**src/logic/imc_pkg.sv**
```systemverilog
// shared constants, types and register map of the two-wire master controller
package imc_pkg;
  // ---------------------------------------------------------------
  // timing
  // ---------------------------------------------------------------
  localparam int          CLK_NS        = 100;  // system clock period, ns
  localparam int          SCL_HALF_NS   = 400;  // least half period of scl
  // least time, so round up to whole cycles
  localparam int          SCL_HALF_CYC  = (SCL_HALF_NS + CLK_NS - 1) / CLK_NS;
  localparam logic [3:0]  SCL_HALF_LOAD = 4'(SCL_HALF_CYC - 1);

  // ---------------------------------------------------------------
  // register offsets
  // ---------------------------------------------------------------
  localparam logic [3:0] ADR_CTRL  = 4'h0;  // control bits
  localparam logic [3:0] ADR_FLAGS = 4'h1;  // sticky event flags, w1c
  localparam logic [3:0] ADR_IE    = 4'h2;  // local enables (mask)
  localparam logic [3:0] ADR_TX_BUFFER = 4'h3;  // transmit buffer, write only
  localparam logic [3:0] ADR_BUS   = 4'h4;  // bus status

  // control field positions
  localparam int CTL_MM   = 0;  // multi_master_enable
  localparam int CTL_TR   = 1;  // transmitter_select
  localparam int CTL_STT  = 2;  // start_request, set by sw, cleared by hw
  localparam int CTL_STP  = 3;  // stop_request, set by sw, cleared by hw
  localparam int CTL_GIE  = 4;  // global_irq_enable

  // flag and enable field positions (same layout)
  localparam int FLG_TX   = 0;  // tx_buffer_empty_flag
  localparam int FLG_STT  = 1;  // start_seen_flag
  localparam int FLG_STP  = 2;  // stop_seen_flag
  localparam int FLG_NACK = 3;  // no_ack_flag

  // bus status field positions
  localparam int BUS_BUSY = 0;  // bus_busy_flag
  localparam int BUS_WAIT = 1;  // parked waiting for bus release
  localparam int BUS_RACE = 2;  // sticky hazard marker, w1c

  // reset values
  localparam logic [3:0] FLAGS_RST = 4'h0;
  localparam logic [3:0] IE_RST    = 4'h0;
  localparam logic [7:0] TX_BUFFER_RST = 8'h00;

  // ---------------------------------------------------------------
  // types
  // ---------------------------------------------------------------
  typedef struct packed {
    logic global_irq_enable;       // global_irq_enable
    logic stopReq;   // stop_request
    logic startReq;  // start_request
    logic tr;        // transmitter_select
    logic mm;        // multi_master_enable
  } imc_ctrl_s;

  localparam imc_ctrl_s CTRL_RST = 5'h00;

  // gray along idle, wait, start, hold, low, high
  typedef enum logic [2:0] {
    ST_IDLE  = 3'h0,
    ST_WAIT  = 3'h1,
    ST_START = 3'h3,
    ST_HOLD  = 3'h2,
    ST_LOW   = 3'h6,
    ST_HIGH  = 3'h7,
    ST_STOP  = 3'h5
  } imc_state_e;
endpackage

```
**src/logic/imc_bus_mon.sv**
```systemverilog
// line synchroniser and bus condition detector
`timescale 1ns/10ps
`default_nettype none
module imc_bus_mon (
  input  wire logic clk,
  input  wire logic sys_rst,
  input  wire logic sclPin,
  input  wire logic sdaPin,
  output logic      sclS,
  output logic      sdaS,
  output logic      sclFall,
  output logic      startDet,
  output logic      stopDet,
  output logic      busBusy
);
  // ---------------------------------------------------------------
  // two-stage sync plus one history stage
  // ---------------------------------------------------------------
  logic sclMeta, sclSync, sclLast;  // scl pipeline
  logic sdaMeta, sdaSync, sdaLast;  // sda pipeline
  logic busy;                       // start seen, stop not yet
  logic next_busy;

  // only the second stage and beyond feed any decode
  assign sclS     = sclSync;
  assign sdaS     = sdaSync;
  assign sclFall  = sclLast & ~sclSync;
  assign startDet = sclSync & sclLast & sdaLast & ~sdaSync;
  assign stopDet  = sclSync & sclLast & ~sdaLast & sdaSync;
  assign busBusy  = busy;

  // busy tracks the bus from start to stop
  always_comb begin
    next_busy = busy;
    if (startDet) begin
      next_busy = 1'b1;
    end else if (stopDet) begin
      next_busy = 1'b0;
    end
  end

  // idle lines float high, so reset to one
  always_ff @(posedge clk or posedge sys_rst) begin
    if (sys_rst) begin
      sclMeta <= 1'b1;
      sclSync <= 1'b1;
      sclLast <= 1'b1;
      sdaMeta <= 1'b1;
      sdaSync <= 1'b1;
      sdaLast <= 1'b1;
      busy    <= 1'b0;
    end else begin
      sclMeta <= sclPin;
      sclSync <= sclMeta;
      sclLast <= sclSync;
      sdaMeta <= sdaPin;
      sdaSync <= sdaMeta;
      sdaLast <= sdaSync;
      busy    <= next_busy;
    end
  end
endmodule
`default_nettype wire

```
**src/logic/imc_controller.sv**
```systemverilog
// multi-master two-wire transmit controller with register port
//
// Contract
// - multi-master transmit start waits idle while busy
// - waiting idle, foreign scl edges set tx flag
// - tx buffer writes while waiting are dropped
// - start request clears once start is sent
// - start, stop, nack flags clear on bus events
// - hw clear right after gie set is hazard
// - start request during traffic waits for release
`timescale 1ns/10ps
`default_nettype none
module imc_controller (
  input  wire logic       clk,
  input  wire logic       sys_rst,
  input  wire logic [3:0] regAddr,
  input  wire logic [7:0] regWrData,
  input  wire logic       regWrite,
  input  wire logic       regRead,
  output logic      [7:0] regRdData,
  output logic            irq,
  input  wire logic       sclIn,
  input  wire logic       sdaIn,
  output logic            sclOut,
  output logic            sclOe,
  output logic            sdaOut,
  output logic            sdaOe
);
  // ---------------------------------------------------------------
  // state
  // ---------------------------------------------------------------
  imc_pkg::imc_state_e state, next_state;     // transfer engine
  imc_pkg::imc_ctrl_s  ctrl, next_ctrl;       // control register
  logic [3:0] flags, next_flags;              // sticky events
  logic [3:0] ie, next_ie;                    // local enables
  logic [7:0] tx_buffer, next_tx_buffer;              // holding register
  logic       txFull, next_txFull;            // holding register loaded
  logic [7:0] shifter, next_shifter;          // byte on the wire
  logic [3:0] bitCnt, next_bitCnt;            // bit index, stop phase
  logic [3:0] timer, next_timer;              // half period countdown
  logic       race, next_race;                // gie hazard marker
  logic       giePrev;                        // gie one cycle ago
  logic       next_sclOe, next_sdaOe;         // line drive
  logic       next_irq;
  logic [7:0] next_rdData;

  // monitor outputs
  logic sclS, sdaS, sclFall, startDet, stopDet, busBusy;

  // decode and event terms
  logic       wrCtrl, wrFlags, wrIe, wrTx, wrBus;
  logic       setTx, setNack;
  logic [3:0] hwSet, hwClr;
  logic       timerDone, gieRise, hwKill;

  imc_bus_mon u_mon (
    .clk      (clk),
    .sys_rst  (sys_rst),
    .sclPin   (sclIn),
    .sdaPin   (sdaIn),
    .sclS     (sclS),
    .sdaS     (sdaS),
    .sclFall  (sclFall),
    .startDet (startDet),
    .stopDet  (stopDet),
    .busBusy  (busBusy)
  );

  assign wrCtrl    = regWrite && (regAddr == imc_pkg::ADR_CTRL);
  assign wrFlags   = regWrite && (regAddr == imc_pkg::ADR_FLAGS);
  assign wrIe      = regWrite && (regAddr == imc_pkg::ADR_IE);
  assign wrTx      = regWrite && (regAddr == imc_pkg::ADR_TX_BUFFER);
  assign wrBus     = regWrite && (regAddr == imc_pkg::ADR_BUS);
  assign timerDone = (timer == 4'h0);
  assign gieRise   = ctrl.global_irq_enable & ~giePrev;

  // self-clearing flags: a start kills stop and nack, a stop kills start
  always_comb begin
    hwSet = 4'h0;
    hwClr = 4'h0;
    // bus events only; engine events are merged in the main process
    hwSet[imc_pkg::FLG_STT]  = startDet;
    hwSet[imc_pkg::FLG_STP]  = stopDet;
    hwClr[imc_pkg::FLG_STT]  = stopDet;
    hwClr[imc_pkg::FLG_STP]  = startDet;
    hwClr[imc_pkg::FLG_NACK] = startDet;
  end

  // a pending, enabled flag wiped by the bus right as gie rises
  assign hwKill = |(flags & ie & hwClr);

  // ---------------------------------------------------------------
  // next values: registers, engine, flags
  // ---------------------------------------------------------------
  always_comb begin
    next_state   = state;
    next_ctrl    = ctrl;
    next_ie      = ie;
    next_tx_buffer   = tx_buffer;
    next_txFull  = txFull;
    next_shifter = shifter;
    next_bitCnt  = bitCnt;
    next_timer   = timer;
    next_sclOe   = sclOe;
    next_sdaOe   = sdaOe;
    setTx        = 1'b0;
    setNack      = 1'b0;

    // software side; request bits can only be set here
    if (wrCtrl) begin
      next_ctrl.mm       = regWrData[imc_pkg::CTL_MM];
      next_ctrl.tr       = regWrData[imc_pkg::CTL_TR];
      next_ctrl.global_irq_enable      = regWrData[imc_pkg::CTL_GIE];
      next_ctrl.startReq = ctrl.startReq | regWrData[imc_pkg::CTL_STT];
      next_ctrl.stopReq  = ctrl.stopReq | regWrData[imc_pkg::CTL_STP];
    end
    if (wrIe) begin
      next_ie = regWrData[3:0];
    end
    // the parked engine never latches a byte: it is simply lost
    if (wrTx && (state != imc_pkg::ST_WAIT)) begin
      next_tx_buffer  = regWrData;
      next_txFull = 1'b1;
    end

    case (state)
      imc_pkg::ST_IDLE: begin
        next_sclOe = 1'b0;
        next_sdaOe = 1'b0;
        if (ctrl.startReq) begin
          if (busBusy) begin
            next_state = imc_pkg::ST_WAIT;
          end else begin
            next_state = imc_pkg::ST_START;
            next_sdaOe = 1'b1;
            next_timer = imc_pkg::SCL_HALF_LOAD;
          end
        end
      end
      imc_pkg::ST_WAIT: begin
        // foreign clocking leaks into the tx flag while parked
        if (ctrl.mm && ctrl.tr && sclFall) begin
          setTx = 1'b1;
        end
        if (!busBusy) begin
          next_state = imc_pkg::ST_START;
          next_sdaOe = 1'b1;
          next_timer = imc_pkg::SCL_HALF_LOAD;
        end
      end
      imc_pkg::ST_START: begin
        if (timerDone) begin
          next_state         = imc_pkg::ST_HOLD;
          next_sclOe         = 1'b1;
          next_ctrl.startReq = 1'b0;
          setTx              = 1'b1;
        end else begin
          next_timer = timer - 4'h1;
        end
      end
      imc_pkg::ST_HOLD: begin
        // scl held low: stretches the bus until software acts
        if (txFull) begin
          next_state   = imc_pkg::ST_LOW;
          next_shifter = tx_buffer;
          next_txFull  = 1'b0;
          setTx        = 1'b1;
          next_bitCnt  = 4'h0;
          next_sdaOe   = ~tx_buffer[7];
          next_timer   = imc_pkg::SCL_HALF_LOAD;
        end else if (ctrl.stopReq) begin
          next_state  = imc_pkg::ST_STOP;
          next_sdaOe  = 1'b1;
          next_bitCnt = 4'h0;
          next_timer  = imc_pkg::SCL_HALF_LOAD;
        end
      end
      imc_pkg::ST_LOW: begin
        if (timerDone) begin
          next_state = imc_pkg::ST_HIGH;
          next_sclOe = 1'b0;
          next_timer = imc_pkg::SCL_HALF_LOAD;
        end else begin
          next_timer = timer - 4'h1;
        end
      end
      imc_pkg::ST_HIGH: begin
        // count only once scl is seen high: honours slave stretching
        if (sclS && !timerDone) begin
          next_timer = timer - 4'h1;
        end else if (sclS) begin
          if (bitCnt == 4'h8) begin
            next_sclOe = 1'b1;
            if (sdaS) begin
              setNack     = 1'b1;
              next_state  = imc_pkg::ST_STOP;
              next_sdaOe  = 1'b1;
              next_bitCnt = 4'h0;
              next_timer  = imc_pkg::SCL_HALF_LOAD;
            end else begin
              next_state = imc_pkg::ST_HOLD;
            end
          end else if (!sdaOe && !sdaS) begin
            // another master pulled sda low: arbitration lost
            next_state = imc_pkg::ST_IDLE;
          end else begin
            next_state   = imc_pkg::ST_LOW;
            next_sclOe   = 1'b1;
            next_shifter = {shifter[6:0], 1'b0};
            next_bitCnt  = bitCnt + 4'h1;
            next_sdaOe   = (bitCnt == 4'h7) ? 1'b0 : ~shifter[6];
            next_timer   = imc_pkg::SCL_HALF_LOAD;
          end
        end
      end
      imc_pkg::ST_STOP: begin
        // phase 0: both low; phase 1: scl released, then sda
        if (!timerDone) begin
          next_timer = timer - 4'h1;
        end else if (bitCnt == 4'h0) begin
          next_sclOe  = 1'b0;
          next_bitCnt = 4'h1;
          next_timer  = imc_pkg::SCL_HALF_LOAD;
        end else if (sclS) begin
          next_sdaOe        = 1'b0;
          next_ctrl.stopReq = 1'b0;
          next_state        = imc_pkg::ST_IDLE;
        end
      end
      default: begin
        next_state = imc_pkg::ST_IDLE;
        next_sclOe = 1'b0;
        next_sdaOe = 1'b0;
      end
    endcase

    // flags: software w1c and a tx write clear, hardware set wins
    next_flags = flags & ~hwClr;
    if (wrFlags) begin
      next_flags = next_flags & ~regWrData[3:0];
    end
    if (wrTx) begin
      next_flags[imc_pkg::FLG_TX] = 1'b0;
    end
    next_flags = next_flags | hwSet;
    next_flags[imc_pkg::FLG_TX]   = next_flags[imc_pkg::FLG_TX] | setTx;
    next_flags[imc_pkg::FLG_NACK] = next_flags[imc_pkg::FLG_NACK] | setNack;

    // hazard marker; the real part misbehaves, here it is only recorded
    next_race = race;
    if (wrBus && regWrData[imc_pkg::BUS_RACE]) begin
      next_race = 1'b0;
    end
    if (gieRise && hwKill) begin
      next_race = 1'b1;
    end

    next_irq = ctrl.global_irq_enable & (|(flags & ie));
  end

  // ---------------------------------------------------------------
  // read data, valid in the cycle after the strobe only
  // ---------------------------------------------------------------
  always_comb begin
    next_rdData = 8'h00;
    if (regRead) begin
      case (regAddr)
        imc_pkg::ADR_CTRL:  next_rdData = {3'h0, ctrl};
        imc_pkg::ADR_FLAGS: next_rdData = {4'h0, flags};
        imc_pkg::ADR_IE:    next_rdData = {4'h0, ie};
        imc_pkg::ADR_BUS:   next_rdData = {5'h00, race,
                              (state == imc_pkg::ST_WAIT), busBusy};
        default:            next_rdData = 8'h00;
      endcase
    end
  end

  // ---------------------------------------------------------------
  // registers
  // ---------------------------------------------------------------
  always_ff @(posedge clk or posedge sys_rst) begin
    if (sys_rst) begin
      state     <= imc_pkg::ST_IDLE;
      ctrl      <= imc_pkg::CTRL_RST;
      flags     <= imc_pkg::FLAGS_RST;
      ie        <= imc_pkg::IE_RST;
      tx_buffer     <= imc_pkg::TX_BUFFER_RST;
      txFull    <= 1'b0;
      shifter   <= 8'h00;
      bitCnt    <= 4'h0;
      timer     <= 4'h0;
      race      <= 1'b0;
      giePrev   <= 1'b0;
      sclOe     <= 1'b0;
      sdaOe     <= 1'b0;
      sclOut    <= 1'b0;
      sdaOut    <= 1'b0;
      irq       <= 1'b0;
      regRdData <= 8'h00;
    end else begin
      state     <= next_state;
      ctrl      <= next_ctrl;
      flags     <= next_flags;
      ie        <= next_ie;
      tx_buffer     <= next_tx_buffer;
      txFull    <= next_txFull;
      shifter   <= next_shifter;
      bitCnt    <= next_bitCnt;
      timer     <= next_timer;
      race      <= next_race;
      giePrev   <= ctrl.global_irq_enable;
      sclOe     <= next_sclOe;
      sdaOe     <= next_sdaOe;
      sclOut    <= 1'b0;  // open drain: only ever pulls low
      sdaOut    <= 1'b0;
      irq       <= next_irq;
      regRdData <= next_rdData;
    end
  end

  // ---------------------------------------------------------------
  // assertions
  // ---------------------------------------------------------------
  property p_wait_busy;
    @(posedge clk) disable iff (sys_rst)
    (state == imc_pkg::ST_IDLE && ctrl.startReq && busBusy)
      |=> (state == imc_pkg::ST_WAIT) && !sclOe && !sdaOe;
  endproperty
  a_wait_busy: assert property (p_wait_busy)
    else $error("start request on busy bus did not park");

  property p_wait_stay;
    @(posedge clk) disable iff (sys_rst)
    (state == imc_pkg::ST_WAIT && busBusy) |=> state == imc_pkg::ST_WAIT;
  endproperty
  a_wait_stay: assert property (p_wait_stay)
    else $error("left wait while bus still busy");

  property p_wait_txflag;
    @(posedge clk) disable iff (sys_rst)
    (state == imc_pkg::ST_WAIT && ctrl.mm && ctrl.tr && sclFall)
      |=> flags[imc_pkg::FLG_TX];
  endproperty
  a_wait_txflag: assert property (p_wait_txflag)
    else $error("foreign scl edge did not set tx flag");

  property p_wait_drop;
    @(posedge clk) disable iff (sys_rst)
    (state == imc_pkg::ST_WAIT && wrTx && !txFull) |=> !txFull;
  endproperty
  a_wait_drop: assert property (p_wait_drop)
    else $error("tx write accepted while waiting");

  property p_start_clear;
    @(posedge clk) disable iff (sys_rst)
    (state == imc_pkg::ST_START && timerDone)
      |=> !ctrl.startReq && sclOe && sdaOe ##1 !ctrl.startReq;
  endproperty
  a_start_clear: assert property (p_start_clear)
    else $error("start request not cleared after start");

  property p_selfclear;
    @(posedge clk) disable iff (sys_rst)
    (startDet && !stopDet) |=> !flags[imc_pkg::FLG_STP]
      && !flags[imc_pkg::FLG_NACK] && flags[imc_pkg::FLG_STT];
  endproperty
  a_selfclear: assert property (p_selfclear)
    else $error("start event did not clear stop and nack flags");

  property p_race;
    @(posedge clk) disable iff (sys_rst)
    (ctrl.global_irq_enable && !giePrev && |(flags & ie & hwClr)) |=> race [*2];
  endproperty
  a_race: assert property (p_race)
    else $error("gie hazard not recorded");

  property p_irq;
    @(posedge clk) disable iff (sys_rst)
    1'b1 |=> irq == ($past(ctrl.global_irq_enable) && |($past(flags) & $past(ie)));
  endproperty
  a_irq: assert property (p_irq)
    else $error("irq does not follow flag, enable and gie");
endmodule
`default_nettype wire

```
**config.mk**
```make
export PLATFORM = sky130hd
export DESIGN_NAME = imc_controller
export DESIGN_NICKNAME = d
export VERILOG_FILES = /design/src/logic/imc_pkg.sv /design/src/logic/imc_bus_mon.sv /design/src/logic/imc_controller.sv
export SDC_FILE = /design/constraint.sdc
export NUM_CORES = 1
export LEC_CHECK = 0
export BUFFER_PORTS_ARGS = -buffer_cell sky130_fd_sc_hd__buf_2
export CAP_MARGIN = 20
export CORE_UTILIZATION = 63
export DETAILED_ROUTE_END_ITERATION = 16
export PLACE_DENSITY_LB_ADDON = 0.25
export SLEW_MARGIN = 25
export SYNTH_ARGS = -nofsm -noshare
export SYNTH_HDL_FRONTEND = slang
export SYNTH_HIERARCHICAL = 1
export SYNTH_SLANG_ARGS = --single-unit
```
**constraint.sdc**
```tcl
create_clock -name clk -period 5.05 [get_ports clk]
set_input_delay 1.01 -clock clk [delete_from_list [all_inputs] [get_ports clk]]
set_output_delay 1.01 -clock clk [all_outputs]
set_load 0.005 [all_outputs]
```
==> flow_summary.json <==
{
  "antenna_left": 0,
  "grt_first_pass_wirelength_mm": 11.2,
  "wl_per_cell_um": 16.2,
  "max_slew_margin_pct": 42.8,
  "power_switching_uw": 716,
  "p_comb_share_pct": 34.9,
  "fp-row-count": 25,
  "cts.sink_count": 57,
  "globalplace.congestion": 0.886,
  "final_layout_size_suffix_gt1_share_pct": 18.7,
  "antenna_found_initial": 0,
  "total_leakage_power_uw": 0.00158,
  "dpl.hpwl_mm": 4.52,
  "yosys_register_bits": 57,
  "finalSetupTns_ns": 0,
  "cts.reportedPaths.clkPinSlew_ns": 0.07,
  "portBuffers": 25,
  "critPathCaptureType": "flop",
  "cts_tree": "yes",
  "drt-initial-drc-count": 197,
  "power_uw": 1910,
  "yosys.area_share.simple_pct": 20.0,
  "p_per_area_mw_per_mm2": 549,
  "setup_viol": 0,
  "post-route-min-period_ns": 2.55,
  "reg2reg_slack_ns": 2.50,
  "die_area_mm2": 0.00525,
  "final_hold_viol_count": 0,
  "critPathLaunchType": "flop",
  "hold_buffers": 0,
  "synth.area.mux_share_pct": 7.72,
  "synth_edf_count": 0,
  "initial_utilization_pct": 65.8,
  "cp_max_fo": 25,
  "cts_root_buffer": "clkbuf_8",
  "overflow": 0,
  "ys_async_sr_fraction_pct": 100,
  "place_area_mm2": 0.00324,
  "postCtsSetupBuffers": 0,
  "holdWs_ns": 0.356,
  "cts_resized": 0,
  "coreArea_mm2": 0.00475,
  "n_fill_cell": 358,
  "crit_type": "flop to flop",
  "p_clk_share_pct": 25.8,
  "synth-main-ff-cell": "dfrtp_1",
  "power_frac_seq_pct": 39.4,
  "hold_class": "flop to flop",
  "finClkSkew_ns": 0.00912,
  "clockBufferDepth": 2,
  "grt_util_all_layers_pct": 28.1,
  "ys_types": 65,
  "die_w_um": 72.5,
  "dp_slack_ns": 2.54,
  "synthToLayoutAreaGrowth_pct": 11.1,
  "insertedDiodeCount": 0,
  "tightest_slew_ns": 0.857,
  "synth_warnings": 6,
  "synth_xor_area_share_pct": 0,
  "max_freq_ghz": 0.393,
  "synthCells": 324,
  "status": "completed",
  "syn_avg_cell_area_um2": 9.65,
  "swShare_pct": 37.6,
  "final_cell_area_mm2": 0.00347,
  "routed_wl_mm": 6.72,
  "maxCapViolCount": 0,
  "grt_pass1_vias": 2292,
  "synth_adder_area_share_pct": 1.92,
  "slew_violations": 0,
  "fin_nets": 365,
  "grt_max_degree": 51,
  "cp.required_ns": 5.26,
  "peakVddDrop_mv": 0.307,
  "p_int_uw": 1190,
  "yosysSeqAreaShare_pct": 45.9,
  "drc": 0,
  "synth_compound_area_share_pct": 18.7,
  "h-tree-depth": 3,
  "cp_data_arrival_time_ns": 2.75,
  "period_share_pct": 50.4,
  "numCtsBuffers": 9,
  "vias_per_cell": 6.09,
  "first_pass_iters": 4,
  "ios": 31,
  "insertion_delay_ns": 0.33,
  "syn_area_mm2": 0.00313,
  "num_vias": 2526,
  "rsz0062_at_grt": "false",
  "fin_ws_ns": 2.50,
  "synth_top_family_by_area": "simple AND/OR/NAND/NOR gates",
  "die_h_um": 72.5
}
[cell type report]
| cell class | instances | area, um2 | area share, % |
|---|---|---|---|
| clock buffers | 11 | 151 | 4.36 |
| flip-flops and latches | 57 | 1430 | 41.3 |
| inverters | 15 | 57.6 | 1.66 |
| multi-input cells | 233 | 1530 | 44.0 |
| clock inverters | 5 | 77.6 | 2.23 |
| well taps | 67 | 83.8 | 2.41 |
| repair buffers | 27 | 140 | 4.03 |
[routing by layer]
layer | vias up | GRT usage (%) | part of all wire, %
li1 | 1221 | - | -
met1 | 1219 | 39.4 | 45
met2 | 84 | 44.2 | 49
met3 | 2 | 6.25 | 5.6
met4 | 0 | 8.06 | 0.43
met5 | - | 0 | 0
[sequential cells by signal, indices dropped and copies added, names as in the netlist, 3 cells and up]
register / flops
regRdData: 5
tx_buffer: 8
flags: 4
ctrl: 5
timer: 4
shifter: 7
bitCnt: 4
state: 3
ie: 4
[final timing paths]
kind | from | endpoint | cells after the start
worst max-delay path | state[1] | timer[1] | 6
worst min-delay path | u_mon/sclMeta | u_mon/sclS | 0
worst max register to register | state[1] | timer[1] | 6
worst min register to register | u_mon/sclMeta | u_mon/sclS | 0
max in group asynchronous | sys_rst | ctrl[4] | 2
min in group asynchronous | sys_rst | u_mon/busBusy | 2
[power by group through the flow]
stage | combinational (uW) | sequential (uW) | clock (uW)
floorplan | 601 | 658 | 0
global placement | 638 | 748 | 0
detailed placement | 654 | 752 | 0
CTS | 659 | 745 | 499
global route | 741 | 770 | 520
finish | 664 | 750 | 491
[cell families (layout without fill, tap and decap cells)]
family	after synthesis	count (layout)
other cells	1	5
flops	57	57
simple gates	119	119
mux	22	22
buf+inv	38	58
compound gates	82	82
fa+ha+maj	5	5
[worst max-delay path, stage by stage (launching register included)]
cell      delay [ns]
dfrtp_1         0.65
buf_4           0.35
or3b_1          0.37
a221oi_1        0.30
a41o_1          0.20
nand2b_1        0.20
mux2_1          0.34
[synth_stat cells (all sizes together), types with 2 or more instances]
cell | instances | area share (%)
o2111ai | 3 | 0.84
nor3b | 4 | 0.96
nor3 | 2 | 0.32
a21oi | 15 | 2.4
mux2 | 17 | 6.1
nand4bb | 2 | 0.72
nor4 | 2 | 0.40
and2 | 3 | 0.60
nand3 | 16 | 2.7
a31oi | 3 | 0.60
a41o | 2 | 0.64
or2 | 3 | 0.68
mux2i | 5 | 1.6
nand2b | 4 | 0.80
ha | 4 | 1.6
inv | 15 | 1.8
clkbuf | 7 | 0.84
a31o | 2 | 0.56
o311ai | 2 | 0.56
dfrtp | 51 | 41
a22oi | 2 | 0.48
buf | 16 | 3.0
o22a | 2 | 0.56
a221oi | 2 | 0.56
dfstp | 6 | 5.0
a41oi | 8 | 2.2
nor2b | 6 | 1.2
nand3b | 5 | 1.2
nor2 | 22 | 2.6
nand4b | 3 | 0.84
o31ai | 11 | 2.6
nand2 | 36 | 4.3
nand4 | 2 | 0.40
o21ai | 15 | 2.4
o22ai | 2 | 0.40
and3 | 3 | 0.60
or3b | 2 | 0.56
[layout by cell type (no fill, tap or decap), types with 4 or more instances in the layout]
| cell | Yosys | layout |
|---|---|---|
| clkbuf_8 | 0 | 11 |
| mux2i_1 | 5 | 5 |
| o21ai_0 | 11 | 11 |
| nor3b_1 | 4 | 4 |
| conb_1 | 1 | 5 |
| a21oi_1 | 15 | 15 |
| inv_1 | 15 | 14 |
| o21ai_1 | 4 | 4 |
| nor2b_1 | 6 | 6 |
| nand3_1 | 15 | 15 |
| mux2_2 | 9 | 9 |
| dfstp_2 | 6 | 6 |
| nor2_1 | 22 | 22 |
| o31ai_1 | 11 | 11 |
| ha_1 | 4 | 4 |
| nand2b_1 | 4 | 4 |
| mux2_1 | 8 | 8 |
| nand2_1 | 36 | 36 |
| a41oi_1 | 8 | 8 |
| buf_2 | 7 | 25 |
| dfrtp_1 | 51 | 51 |
| nand3b_1 | 5 | 5 |
[stage by stage]
stage               utilization, %  std cells
floorplan                        -        328
global placement              68.2        399
detailed placement            68.2        399
CTS                           73.1        415
global route                  73.1        415
finish                        73.1        415
(Power assumes the default switching activity.)
